===== config.mk =====
export PLATFORM = sky130hd
export DESIGN_NAME = tfm_top
export DESIGN_NICKNAME = d
export VERILOG_FILES = /design/src/tfm_pkg.sv /design/src/tfm_ccond.sv /design/src/tfm_apb.sv /design/src/tfm_top.sv
export SDC_FILE = /design/constraint.sdc
export NUM_CORES = 1
export LEC_CHECK = 0
export BUFFER_PORTS_ARGS = -buffer_cell sky130_fd_sc_hd__buf_2
export CORE_UTILIZATION = 65
export CTS_CLUSTER_SIZE = 8
export DETAILED_ROUTE_END_ITERATION = 16
export MAX_ROUTING_LAYER = met4
export PLACE_DENSITY = 0.88
export SLEW_MARGIN = 20
export SYNTH_ARGS = -nofsm -noshare
export SYNTH_HDL_FRONTEND = slang
export SYNTH_HIERARCHICAL = 1
export SYNTH_SLANG_ARGS = --single-unit
export TNS_END_PERCENT = 100

===== constraint.sdc =====
create_clock -name mclk -period 14.8 [get_ports mclk]
set_clock_uncertainty 0.15 [all_clocks]
set_input_delay 1.48 -clock mclk [delete_from_list [all_inputs] [get_ports mclk]]
set_output_delay 1.48 -clock mclk [all_outputs]
set_load 0.01 [all_outputs]

===== src/tfm_pkg.sv =====
/*
 Package for the trip fault memory and lamp controller: register map,
 field layout, reset values, thresholds and shared types.
 Assumes a single 100 MHz clock domain and an APB slave for software access.
*/
// Operation
// First detection stores pending code and snapshot.
// Second consecutive detection confirms code, lamp on.
// Lamp off when B counter reaches 3.
// Any malfunction clears B counter.
// Clean B-pattern trip increments B counter.
// Monitors flag B only after full checks.
// Other category: A counter clear/increment.
// Other category: hide confirmed at A=40.
// Misfire/fuel: C counter clear/increment.
// Misfire/fuel: hide confirmed at C=80.
// C condition needs speed, load, temp together.
// Speed within 375 rpm of snapshot.
// Load within snapshot times one plus/minus 0.1.
// Coolant same side of 70 C as snapshot.
// Misfire/fuel: C count clears pending after confirm.
// Other: clean B trip clears pending.
// Misfire/fuel: pass result clears pending immediately.
// Second detection discards pending snapshot.
// Aged confirmed code stays in memory.
// Second-trip pass hides pending code.
// Expose qualifying drive count to tool.
// Code 0000 means nothing stored.
// Evaluate everything once per trip boundary.
package tfm_pkg;
    // ----------------------------------------------------------------
    // Register offsets (byte addresses)
    // ----------------------------------------------------------------
    localparam logic [7:0] ADDR_CTRL      = 8'h00;
    localparam logic [7:0] ADDR_STATUS    = 8'h04;
    localparam logic [7:0] ADDR_PEND_CODE = 8'h08;
    localparam logic [7:0] ADDR_CONF_CODE = 8'h0c;
    localparam logic [7:0] ADDR_PEND_SNAP = 8'h10;
    localparam logic [7:0] ADDR_CONF_SNAP = 8'h14;
    localparam logic [7:0] ADDR_COUNTERS  = 8'h18;
    localparam logic [7:0] ADDR_DRIVES    = 8'h1c;
    localparam logic [7:0] ADDR_RAW_CONF  = 8'h20;
    // ----------------------------------------------------------------
    // Field positions
    // ----------------------------------------------------------------
    localparam int CTRL_ERASE_BIT    = 0;
    localparam int CTRL_LAMP_TEST    = 1;
    localparam int ST_LAMP_BIT       = 0;
    localparam int ST_PEND_BIT       = 1;
    localparam int ST_CONF_BIT       = 2;
    localparam int ST_AGED_BIT       = 3;
    localparam int ST_MISF_BIT       = 4;
    localparam int ST_CCOND_BIT      = 5;
    localparam int CNT_A_LSB         = 0;
    localparam int CNT_B_LSB         = 8;
    localparam int CNT_C_LSB         = 16;
    // ----------------------------------------------------------------
    // Reset values and thresholds
    // ----------------------------------------------------------------
    localparam logic [15:0] NO_CODE      = 16'h0000;
    localparam logic [1:0]  B_LAMP_OFF   = 2'h3;
    localparam logic [6:0]  A_AGE_LIMIT  = 7'h28;
    localparam logic [6:0]  C_AGE_LIMIT  = 7'h50;
    localparam logic [15:0] RPM_WINDOW   = 16'h0177;
    localparam logic [7:0]  TEMP_SPLIT_C = 8'h46;
    localparam logic [31:0] RST_WORD     = 32'h0000_0000;
    // ----------------------------------------------------------------
    // Types
    // ----------------------------------------------------------------
    // Operating snapshot: rpm, load in tenth percent, coolant in deg C
    typedef struct packed {
        logic [15:0] rpm;
        logic [9:0]  load;
        logic [7:0]  temp;
    } tfm_snap_t;

    // One trip result reported at the trip boundary
    typedef struct packed {
        logic        trip_end;
        logic        fault;
        logic        pass;
        logic        misfire_cat;
        logic        pattern_a;
        logic        pattern_b;
        logic [15:0] code;
    } tfm_trip_t;

    typedef enum logic [2:0] {
        ST_IDLE = 3'b001,
        ST_EVAL = 3'b010,
        ST_DONE = 3'b100
    } tfm_state_t;
endpackage


===== src/tfm_ccond.sv =====
/*
 Pattern C condition check: compares live operating data with a snapshot.
 Assumes inputs stable in the clock domain; result is combinational.
*/
`timescale 1ns/1ps
module tfm_ccond (
    // Live and stored operating data
    input  wire tfm_pkg::tfm_snap_t live,
    input  wire tfm_pkg::tfm_snap_t snap,
    // Result
    output wire logic               met
);
    wire logic [16:0] rpm_lo;
    wire logic [16:0] rpm_hi;
    wire logic [13:0] load_x10;
    wire logic [13:0] load_lo;
    wire logic [13:0] load_hi;
    wire logic        rpm_ok;
    wire logic        load_ok;
    wire logic        temp_ok;

    assign rpm_lo   = {1'b0, snap.rpm} - {1'b0, tfm_pkg::RPM_WINDOW};
    assign rpm_hi   = {1'b0, snap.rpm} + {1'b0, tfm_pkg::RPM_WINDOW};
    assign rpm_ok   = ({1'b0, live.rpm} <= rpm_hi) &&
                      ((snap.rpm < tfm_pkg::RPM_WINDOW) || ({1'b0, live.rpm} >= rpm_lo));
    // Scale by ten so the 10 percent band stays exact
    assign load_x10 = {4'h0, live.load} * 14'h000a;
    assign load_lo  = {4'h0, snap.load} * 14'h0009;
    assign load_hi  = {4'h0, snap.load} * 14'h000b;
    assign load_ok  = (load_x10 >= load_lo) && (load_x10 <= load_hi);
    assign temp_ok  = (live.temp >= tfm_pkg::TEMP_SPLIT_C) ==
                      (snap.temp >= tfm_pkg::TEMP_SPLIT_C);
    assign met      = rpm_ok && load_ok && temp_ok;
endmodule


===== src/tfm_apb.sv =====
/*
 APB slave front end: decodes the register map and forms read data.
 Assumes zero wait states; pready is always high and pslverr flags
 unmapped addresses.
*/
`timescale 1ns/1ps
module tfm_apb (
    // APB
    input  wire logic        psel,
    input  wire logic        penable,
    input  wire logic        pwrite,
    input  wire logic [7:0]  paddr,
    output wire logic        pready,
    output wire logic        pslverr,
    // Register strobes and readback
    output wire logic        ctrl_wr,
    input  wire logic [31:0] rd_status,
    input  wire logic [31:0] rd_pend_code,
    input  wire logic [31:0] rd_conf_code,
    input  wire logic [31:0] rd_pend_snap,
    input  wire logic [31:0] rd_conf_snap,
    input  wire logic [31:0] rd_counters,
    input  wire logic [31:0] rd_drives,
    input  wire logic [31:0] rd_raw_conf,
    input  wire logic [31:0] rd_ctrl,
    output wire logic [31:0] rd_mux
);
    wire logic access;
    wire logic mapped;

    assign access  = psel && penable;
    assign mapped  = (paddr[1:0] == 2'h0) && (paddr <= tfm_pkg::ADDR_RAW_CONF);
    assign pready  = 1'b1;
    assign pslverr = access && !mapped;
    assign ctrl_wr = access && pwrite && (paddr == tfm_pkg::ADDR_CTRL);
    assign rd_mux  = (paddr == tfm_pkg::ADDR_CTRL)      ? rd_ctrl      :
                     (paddr == tfm_pkg::ADDR_STATUS)    ? rd_status    :
                     (paddr == tfm_pkg::ADDR_PEND_CODE) ? rd_pend_code :
                     (paddr == tfm_pkg::ADDR_CONF_CODE) ? rd_conf_code :
                     (paddr == tfm_pkg::ADDR_PEND_SNAP) ? rd_pend_snap :
                     (paddr == tfm_pkg::ADDR_CONF_SNAP) ? rd_conf_snap :
                     (paddr == tfm_pkg::ADDR_COUNTERS)  ? rd_counters  :
                     (paddr == tfm_pkg::ADDR_DRIVES)    ? rd_drives    :
                     (paddr == tfm_pkg::ADDR_RAW_CONF)  ? rd_raw_conf  :
                                                          tfm_pkg::RST_WORD;
endmodule


===== src/tfm_top.sv =====
/*
 Trip fault memory and fault indicator lamp controller.
 Holds one pending and one confirmed trouble code with snapshots, runs
 the A, B and C qualification counters and drives the lamp.
 Assumes monitors present one trip result per trip_end pulse, with live
 operating data valid in the same cycle; software uses APB.
*/
`timescale 1ns/1ps
module tfm_top (
    // Clock and reset
    input  wire logic               mclk,
    input  wire logic               rst_n,
    // APB slave
    input  wire logic               psel,
    input  wire logic               penable,
    input  wire logic               pwrite,
    input  wire logic [7:0]         paddr,
    input  wire logic [31:0]        pwdata,
    output logic      [31:0]        prdata,
    output wire logic               pready,
    output wire logic               pslverr,
    // Trip results from monitors
    input  wire tfm_pkg::tfm_trip_t trip,
    input  wire tfm_pkg::tfm_snap_t live,
    // Outputs
    output logic                    fault_indicator_lamp,
    output logic      [15:0]        pending_trouble_code,
    output logic      [15:0]        confirmed_trouble_code,
    output logic      [7:0]         drive_count
);
    // ----------------------------------------------------------------
    // State
    // ----------------------------------------------------------------
    tfm_pkg::tfm_state_t state_q, state_d;
    tfm_pkg::tfm_trip_t  trip_q;
    tfm_pkg::tfm_snap_t  live_q;
    tfm_pkg::tfm_snap_t  pend_snap_q;
    tfm_pkg::tfm_snap_t  conf_snap_q;
    logic [15:0]         pend_code_q;
    logic [15:0]         conf_code_q;
    logic                pend_valid_q;
    logic                conf_valid_q;
    logic                conf_misf_q;
    logic                lamp_q;
    logic                lamp_test_q;
    logic [6:0]          cnt_a_q;
    logic [1:0]          cnt_b_q;
    logic [6:0]          cnt_c_q;
    logic                c_counted_q;

    // ----------------------------------------------------------------
    // Decode of the latched trip result
    // ----------------------------------------------------------------
    wire logic          c_met;
    wire logic          same_pend;
    wire logic          same_conf;
    wire logic          conf_fault;
    wire logic          first_det;
    wire logic          second_det;
    wire logic          clean_b;
    wire logic          a_step;
    wire logic          c_step;
    wire logic          a_aged;
    wire logic          c_aged;
    wire logic          conf_aged;
    wire logic          ctrl_wr;
    wire logic          do_eval;
    wire logic [31:0]   rd_mux;

    tfm_ccond u_ccond (
        .live (live_q),
        .snap (conf_valid_q ? conf_snap_q : pend_snap_q),
        .met  (c_met)
    );

    assign do_eval    = (state_q == tfm_pkg::ST_EVAL);
    assign same_pend  = pend_valid_q && (trip_q.code == pend_code_q);
    assign same_conf  = conf_valid_q && (trip_q.code == conf_code_q);
    assign first_det  = trip_q.fault && !same_pend && !same_conf;
    assign second_det = trip_q.fault && same_pend;
    assign clean_b    = trip_q.pattern_b && !trip_q.fault;
    assign conf_fault = trip_q.fault && same_conf;
    assign a_step     = conf_valid_q && !conf_misf_q && trip_q.pattern_a && !conf_fault;
    assign c_step     = conf_misf_q && c_met && !conf_fault;
    assign a_aged     = !conf_misf_q && (cnt_a_q >= tfm_pkg::A_AGE_LIMIT);
    assign c_aged     = conf_misf_q && (cnt_c_q >= tfm_pkg::C_AGE_LIMIT);
    assign conf_aged  = conf_valid_q && (a_aged || c_aged);

    // ----------------------------------------------------------------
    // Trip boundary sequencer
    // ----------------------------------------------------------------
    always_comb begin
        state_d = state_q;
        case (state_q)
            tfm_pkg::ST_IDLE: begin
                if (trip.trip_end) begin
                    state_d = tfm_pkg::ST_EVAL;
                end
            end
            tfm_pkg::ST_EVAL: begin
                state_d = tfm_pkg::ST_DONE;
            end
            tfm_pkg::ST_DONE: begin
                state_d = tfm_pkg::ST_IDLE;
            end
            default: begin
                state_d = tfm_pkg::ST_IDLE;
            end
        endcase
    end

    always_ff @(posedge mclk) begin
        if (!rst_n) begin
            state_q <= tfm_pkg::ST_IDLE;
            trip_q  <= '0;
            live_q  <= '0;
        end else begin
            state_q <= state_d;
            if (state_q == tfm_pkg::ST_IDLE && trip.trip_end) begin
                trip_q <= trip;
                live_q <= live;
            end
        end
    end

    // ----------------------------------------------------------------
    // Pending code and snapshot
    // ----------------------------------------------------------------
    always_ff @(posedge mclk) begin
        if (!rst_n || (ctrl_wr && pwdata[tfm_pkg::CTRL_ERASE_BIT]
                       && !(do_eval && first_det))) begin
            pend_valid_q <= 1'b0;
            pend_code_q  <= tfm_pkg::NO_CODE;
            pend_snap_q  <= '0;
        end else if (do_eval) begin
            if (first_det) begin
                pend_valid_q <= 1'b1;
                pend_code_q  <= trip_q.code;
                pend_snap_q  <= live_q;
            end else if (second_det) begin
                pend_snap_q  <= '0;
            end else if (pend_valid_q && trip_q.misfire_cat && trip_q.pass) begin
                pend_valid_q <= 1'b0;
                pend_code_q  <= tfm_pkg::NO_CODE;
                pend_snap_q  <= '0;
            end else if (pend_valid_q && conf_valid_q && conf_misf_q && c_step
                         && (pend_code_q == conf_code_q)) begin
                pend_valid_q <= 1'b0;
                pend_code_q  <= tfm_pkg::NO_CODE;
            end else if (pend_valid_q && !trip_q.misfire_cat && trip_q.pattern_b
                         && !(trip_q.fault && trip_q.code == pend_code_q)) begin
                pend_valid_q <= 1'b0;
                pend_code_q  <= tfm_pkg::NO_CODE;
                pend_snap_q  <= '0;
            end
        end
    end

    // ----------------------------------------------------------------
    // Confirmed code, snapshot and category
    // ----------------------------------------------------------------
    always_ff @(posedge mclk) begin
        if (!rst_n || (ctrl_wr && pwdata[tfm_pkg::CTRL_ERASE_BIT]
                       && !(do_eval && second_det))) begin
            conf_valid_q <= 1'b0;
            conf_code_q  <= tfm_pkg::NO_CODE;
            conf_snap_q  <= '0;
            conf_misf_q  <= 1'b0;
        end else if (do_eval && second_det) begin
            conf_valid_q <= 1'b1;
            conf_code_q  <= trip_q.code;
            conf_snap_q  <= live_q;
            conf_misf_q  <= trip_q.misfire_cat;
        end
    end

    // ----------------------------------------------------------------
    // Qualification counters
    // ----------------------------------------------------------------
    always_ff @(posedge mclk) begin
        if (!rst_n || (ctrl_wr && pwdata[tfm_pkg::CTRL_ERASE_BIT])) begin
            cnt_a_q     <= '0;
            cnt_b_q     <= '0;
            cnt_c_q     <= '0;
            c_counted_q <= 1'b0;
        end else if (do_eval) begin
            if (trip_q.fault) begin
                cnt_b_q <= '0;
            end else if (clean_b && cnt_b_q != tfm_pkg::B_LAMP_OFF) begin
                cnt_b_q <= cnt_b_q + 2'h1;
            end
            if (second_det || conf_fault) begin
                cnt_a_q <= '0;
                cnt_c_q <= '0;
            end else begin
                if (a_step && cnt_a_q != tfm_pkg::A_AGE_LIMIT) begin
                    cnt_a_q <= cnt_a_q + 7'h01;
                end
                if (c_step && cnt_c_q != tfm_pkg::C_AGE_LIMIT) begin
                    cnt_c_q <= cnt_c_q + 7'h01;
                    c_counted_q <= 1'b1;
                end
            end
        end
    end

    // ----------------------------------------------------------------
    // Fault indicator lamp and lamp test control
    // ----------------------------------------------------------------
    always_ff @(posedge mclk) begin
        if (!rst_n || (ctrl_wr && pwdata[tfm_pkg::CTRL_ERASE_BIT]
                       && !(do_eval && second_det))) begin
            lamp_q <= 1'b0;
        end else if (do_eval && second_det) begin
            lamp_q <= 1'b1;
        end else if (state_q == tfm_pkg::ST_DONE && cnt_b_q == tfm_pkg::B_LAMP_OFF) begin
            lamp_q <= 1'b0;
        end
    end

    always_ff @(posedge mclk) begin
        if (!rst_n) begin
            lamp_test_q <= 1'b0;
        end else if (ctrl_wr) begin
            lamp_test_q <= pwdata[tfm_pkg::CTRL_LAMP_TEST];
        end
    end

    // ----------------------------------------------------------------
    // Presented outputs
    // ----------------------------------------------------------------
    always_ff @(posedge mclk) begin
        if (!rst_n) begin
            fault_indicator_lamp   <= 1'b0;
            pending_trouble_code   <= tfm_pkg::NO_CODE;
            confirmed_trouble_code <= tfm_pkg::NO_CODE;
            drive_count            <= '0;
        end else begin
            fault_indicator_lamp   <= lamp_q || lamp_test_q;
            pending_trouble_code   <= pend_valid_q ? pend_code_q : tfm_pkg::NO_CODE;
            confirmed_trouble_code <= (conf_valid_q && !conf_aged) ?
                                      conf_code_q : tfm_pkg::NO_CODE;
            drive_count            <= {1'b0, conf_misf_q ? cnt_c_q : cnt_a_q};
        end
    end

    // ----------------------------------------------------------------
    // Register bus
    // ----------------------------------------------------------------
    tfm_apb u_apb (
        .psel         (psel),
        .penable      (penable),
        .pwrite       (pwrite),
        .paddr        (paddr),
        .pready       (pready),
        .pslverr      (pslverr),
        .ctrl_wr      (ctrl_wr),
        .rd_ctrl      ({30'h0, lamp_test_q, 1'b0}),
        .rd_status    ({26'h0, c_met, conf_misf_q, conf_aged, conf_valid_q,
                        pend_valid_q, lamp_q}),
        .rd_pend_code ({16'h0, pending_trouble_code}),
        .rd_conf_code ({16'h0, confirmed_trouble_code}),
        .rd_pend_snap ({pend_snap_q.rpm, 6'h0, pend_snap_q.load[9:0]}),
        .rd_conf_snap ({conf_snap_q.rpm, conf_snap_q.temp, conf_snap_q.load[7:0]}),
        .rd_counters  ({8'h0, 1'b0, cnt_c_q, 6'h0, cnt_b_q, 1'b0, cnt_a_q}),
        .rd_drives    ({24'h0, drive_count}),
        .rd_raw_conf  ({15'h0, conf_valid_q, conf_code_q}),
        .rd_mux       (rd_mux)
    );

    always_ff @(posedge mclk) begin
        if (!rst_n) begin
            prdata <= tfm_pkg::RST_WORD;
        end else if (psel && !penable && !pwrite) begin
            prdata <= rd_mux;
        end
    end
endmodule


Word level (Yosys, flattened, before mapping)
Cells that the tools add are included.
{"block": "op_classes", "n_reduce_logical": 83, "n_lt_le_gt_ge": 10, "n_mux": 36, "n_eq_ne": 22, "addsub": 5, "multipliers": 3}
{"cell": "$mux 32", "count": 8}
{"cell": "$mux 34", "count": 6}
{"cell": "$mux 16", "count": 5}
{"cell": "$eq 16x16->1", "count": 3}
{"cell": "$logic_and 1x1->1", "count": 47}
{"cell": "$mux 7", "count": 5}
{"cell": "$eq 8x5->1 const B", "count": 4}
{"cell": "$mul 10x4->14 const B", "count": 2}
{"cell": "$add 16x9->17 const B", "count": 1}
{"cell": "$ge 16x17->1", "count": 1}
{"cell": "$le 16x17->1", "count": 1}
{"cell": "$mux 17", "count": 1}
{"cell": "$sub 16x9->17 const B", "count": 1}
{"cell": "$eq 8x4->1 const B", "count": 2}
{"cell": "$ge 8x7->1 const B", "count": 2}
{"cell": "$lt 16x9->1 const B", "count": 1}
{"cell": "$add 7x1->7 const B", "count": 2}
{"cell": "$ge 14x14->1", "count": 1}
{"cell": "$le 14x14->1", "count": 1}
{"cell": "$logic_not 1->1", "count": 14}
{"cell": "$mul 10x3->13 const B", "count": 1}
{"cell": "$reduce_and 2->1", "count": 5}
{"cell": "$eq 8x3->1 const B", "count": 1}
{"cell": "$eq 8x6->1 const B", "count": 1}
{"cell": "other kinds (23)", "count": 43}
{"block": "word_totals", "elab_cells": 191, "ff_bits": 252, "in_bits": 101}

Logic depth before layout (Yosys ltp)
{"block": "depth", "ltp_word": 15, "ltp_mapped": 26, "depth_no_buf": 22}

Modules after synthesis
Netlist, hierarchy kept.
{"mod": "tfm_top", "seq_area_each_um2": 5024.8, "instances": 1, "area_each_um2": 10152.2, "cells_each": 1136}
{"mod": "tfm_ccond", "seq_area_each_um2": 0.0, "instances": 1, "area_each_um2": 3515.9, "cells_each": 417}
{"mod": "tfm_apb", "seq_area_each_um2": 0.0, "instances": 1, "area_each_um2": 2631.3, "cells_each": 392}

Least setup slack after synthesis
Ideal clock, no wire load.
{"block": "synth_timing", "kind": "register to register", "start": "reg conf_valid_q", "end": "reg pend_snap_q[10] in the netlist's numbering", "setup_slack_ns": 9.027, "path_stages_with_launch": 25, "arrival_time_ns": 5.504, "required_time_ns": 14.532, "setup_time_ns": 0.118, "path_buffers": 4, "cell_sequence": "dfxtp_1 -> buf_1 -> buf_1 -> mux2_2 -> ha_1 -> fa_1 -> ha_1 -> or2_2 -> o31a_4 -> a31o_1 -> a21oi_1 -> xor2_1 -> ha_1 -> nand4_1 -> nor3_1 -> a41o_1 -> a21oi_1 -> nor4_2 -> nand3_1 -> a311o_1 -> nand2b_1 -> a31oi_1 -> buf_6 -> buf_12 -> mux2i_1"}
{"block": "synth_via", "elab_chain_len": 13, "word_cells_on_any_way": 36, "cone_classes": "add/sub (2); mul (2); order compare (6); eq/ne (2); mux (2); reduce/logical (22)"}
{"element": "from (decl)", "line_no": "tfm_top.sv:42", "source": "logic conf_valid_q;"}
{"element": "from (signal assigned)", "line_no": "tfm_top.sv:165", "source": "conf_valid_q <= 1'b0;"}
{"element": "from (signal assigned)", "line_no": "tfm_top.sv:170", "source": "conf_valid_q <= 1'b1;"}
{"element": "$mux 34 *", "line_no": "tfm_top.sv:72", "source": ".snap (conf_valid_q ? conf_snap_q : pend_snap_q),"}
{"element": "parallel branches: the longest is 5 deep, another holds $mul 10x4->14"}
{"element": "$logic_and 1x1->1 *", "line_no": "tfm_ccond.sv:33", "source": "assign met = rpm_ok && load_ok && temp_ok;"}
{"element": "via c_met", "line_no": "tfm_top.sv:54", "source": "wire logic c_met;"}
{"element": "$logic_and 1x1->1 * (2 in a row)", "line_no": "tfm_top.sv:84", "source": "assign c_step = conf_misf_q && c_met && !conf_fault;"}
{"element": "$logic_and 1x1->1 *", "line_no": "tfm_top.sv:146", "source": "end else if (pend_valid_q && conf_valid_q && conf_misf_q && c_step"}
{"element": "$logic_and 1x1->1 *", "line_no": "tfm_top.sv:147", "source": "&& (pend_code_q == conf_code_q)) begin"}
{"element": "$ne 4x4->1 (no source line) *"}
{"element": "$reduce_and 3->1 (no source line) *"}
{"element": "to (signal assigned)", "line_no": "tfm_top.sv:139", "source": "pend_snap_q <= live_q;"}
{"element": "to (decl)", "line_no": "tfm_top.sv:37", "source": "tfm_pkg::tfm_snap_t pend_snap_q;"}
Mark *: on every way through the listed nets, which the timed path passes.
A chain may end at the register's enable or synchronous reset.

Final worst setup path
{"block": "layout_timing", "start": "reg conf_valid_q", "end": "reg pend_snap_q[14] in the netlist's numbering"}
The elaborated chain is that of the path after synthesis.

==> impl_metrics.py <==
metrics = {
    "outcome": {
        "status": "finished, final reports clean",
    },
    "min_path": {
        "hold_start": "prdata[3]$_SDFFE_PN0P_",
        "whs_path_depth": 2,
        "min_to": "prdata[3]$_SDFFE_PN0P_",
        "hold_path.class": "reg2reg",
    },
    "die": {
        "die_w_um": 160.1,
        "die_area_um2": 25640,
        "die-height_um": 160.1,
        "start_util": 0.6663,
        "core_area_um2": 24390,
        "pin_count": 176,
        "num_rows": 57,
    },
    "power_and_ir_drop": {
        "vdd_ir_drop_max_v": 0.00008573,
        "p_leak_nw": 7.833,
        "power.density_nw_per_um2": 88.30,
    },
    "placement": {
        "placed_cells": 2453,
        "port_buffers": 143,
        "gp_congestion": 0.9853,
        "post-dp-hpwl_um": 34180,
    },
    "synthesis": {
        "synthCells": 1940,
        "syn_area_um2": 16250,
        "syn_avg_cell_area_um2": 8.377,
        "yosys_warnings": 6,
    },
    "sta": {
        "hold_violations": 0,
        "tns_ns": 0,
        "fin_crit_ns": 6.668,
        "slew_headroom": 0.2201,
        "grt_setup_unrepaired": "false",
        "clock.fmax_mhz": 150.0,
        "slew_viol_final": 0,
        "tightest_slew_ns": 1.167,
        "setup_viol": 0,
        "post-route-period-util": 0.4506,
    },
    "cts": {
        "cts.sinks": 250,
        "cts-root-buf": "clkbuf_16",
        "worstSkewPairLatency_ns": 0.53,
        "htreeDepth": 2,
        "cts_made_buffers": 37,
        "hold_buffers": 0,
        "cts_buffer_depth": 3,
        "cts_tree": "done",
        "cts-resized-gates": 0,
        "path_clk_slew_ns": 0.05,
        "postCtsSetupBuffers": 0,
    },
    "layout": {
        "fin_nets": 2396,
        "final_layout_size_suffix_gt1_frac": 0.1423,
        "insertedDiodeCount": 0,
        "fin_cells": 2495,
        "area_growth_pct": 14.09,
        "fillers": 1758,
    },
    "critical_path": {
        "start_kind": "flip-flop",
        "crit_path_max_fanout": 41,
        "ff2ff_path_depth": 22,
        "crit_arrival_ns": 6.90,
        "worstSetupEndpointType": "flip-flop",
        "regToRegStartpoint": "conf_valid_q$_SDFFE_PP0P_",
        "timing.rr.end": "pend_snap_q[14]$_SDFFE_PP0P_",
        "required_ns": 15.03,
        "regToRegSetupSlack_ns": 8.13,
        "critical_path_class": "reg2reg",
    },
    "global_route": {
        "antenna_found_initial": 0,
        "grt.total_usage": 0.3816,
        "grt_overflow_total": 0,
        "grt_pass1_wl_um": 75910,
        "first_global_vias": 14549,
        "grt_max_degree": 118,
    },
    "route": {
        "ant_nets": 0,
        "via_per_inst": 6.158,
        "route.detailed.wl_per_inst_um": 19.53,
        "drc_errors": 0,
        "vias": 15363,
        "firstDrtPassIters": 7,
        "routed_wl_um": 48740,
        "drt_iter0_drc": 1820,
    },
    "flow_run": {
        "drv_cap": 0,
    },
}
-- layer usage --
layer	GRT usage	wire [um]
met5	-	0
met4	0.1714	2316
met3	0.07143	5211
met2	0.5854	21690
met1	0.4886	19520
-- metrics by stage --
step,area (um2),worst slack [ns],hold WS (ns),total power [mW],util
3_3_place_gp,17530,8.418,0.2866,0.8819,0.7187
2_1_floorplan,16820,9.061,0.2784,0.8372,-
3_5_place_dp,17530,8.357,0.3050,0.8887,0.7187
5_1_grt,18540,8.000,0.3372,1.687,0.7601
6_report,18540,8.132,0.3121,1.637,0.7601
4_1_cts,18530,8.298,0.3124,1.631,0.7598
-- worst max path at each step --
stage	cells after the start	start	to
6_report	22	conf_valid_q$_SDFFE_PP0P_	pend_snap_q[14]$_SDFFE_PP0P_
5_1_grt	22	conf_valid_q$_SDFFE_PP0P_	pend_snap_q[15]$_SDFFE_PP0P_
4_1_cts	22	conf_valid_q$_SDFFE_PP0P_	pend_snap_q[14]$_SDFFE_PP0P_
3_5_place_dp	22	conf_valid_q$_SDFFE_PP0P_	pend_snap_q[27]$_SDFFE_PP0P_
3_3_place_gp	22	conf_valid_q$_SDFFE_PP0P_	pend_snap_q[19]$_SDFFE_PP0P_
2_1_floorplan	24	conf_valid_q$_SDFFE_PP0P_	pend_snap_q[10]$_SDFFE_PP0P_
-- final cells by class --
cell class	count	area (um2)	area share
Multi-Input combinational cell	1678	11130	0.6002
Clock buffer	37	925.9	0.04994
Clock inverter	5	76.32	0.004117
Inverter	41	153.9	0.008301
Tap cell	324	405.4	0.02187
Timing Repair Buffer	160	845.8	0.04562
Sequential cell	250	5005	0.2699
-- flip-flops by register name, indices dropped and copies added (netlist names) --
| register | flops |
|---|---|
| conf_snap_q | 34 |
| pend_valid_q | 1 |
| trip_q | 21 |
| pending_trouble_code | 16 |
| conf_code_q | 16 |
| state_q | 3 |
| confirmed_trouble_code | 16 |
| cnt_c_q | 7 |
| conf_misf_q | 1 |
| pend_snap_q | 33 |
| lamp_test_q | 1 |
| drive_count | 7 |
| fault_indicator_lamp | 1 |
| cnt_b_q | 2 |
| live_q | 34 |
| lamp_q | 1 |
| cnt_a_q | 7 |
| pend_code_q | 16 |
| conf_valid_q | 1 |
| prdata | 32 |
-- placed cells by master, fill, tap and decap left out, types with 11 or more instances in the layout --
| master | n |
|---|---|
| a21o_1 | 17 |
| nand3_1 | 31 |
| buf_4 | 18 |
| a21oi_1 | 155 |
| nor3_1 | 39 |
| mux2i_1 | 48 |
| a21boi_0 | 87 |
| mux2_2 | 35 |
| conb_1 | 154 |
| buf_2 | 142 |
| dfxtp_1 | 250 |
| ha_1 | 117 |
| clkbuf_16 | 37 |
| and3_1 | 22 |
| mux4_2 | 26 |
| and2_1 | 20 |
| xnor2_1 | 66 |
| xor2_1 | 43 |
| a22o_1 | 18 |
| nand2b_1 | 11 |
| nor4_1 | 11 |
| nand4_1 | 17 |
| o21ai_0 | 30 |
| o21a_1 | 29 |
| o21ai_1 | 25 |
| nor2b_1 | 28 |
| a22oi_1 | 29 |
| nor2_1 | 89 |
| nand2_1 | 398 |
| inv_1 | 40 |
-- critical path, stage by stage, from the launching register on --
cell	delay [ns]
dfxtp_1	0.32
buf_4	0.49
mux2_2	0.51
ha_1	0.35
fa_1	0.47
ha_1	0.35
a21oi_2	0.22
o211ai_2	0.13
a31o_1	0.24
a21oi_1	0.17
xor2_1	0.18
ha_1	0.28
a21oi_1	0.15
o21ai_0	0.10
o21ai_0	0.16
a21oi_1	0.13
nor4_2	0.76
nand3_1	0.18
a311o_1	0.34
nand2b_1	0.13
a31oi_4	0.09
buf_4	0.33
mux2i_1	0.20
-- power by group --
group	switching [mW]	internal (mW)
clock network	0.306	0.446
registers	0.0193	0.685
logic	0.109	0.0708
total	0.435	1.20
No activity file was read; power rests on OpenSTA's default activity.
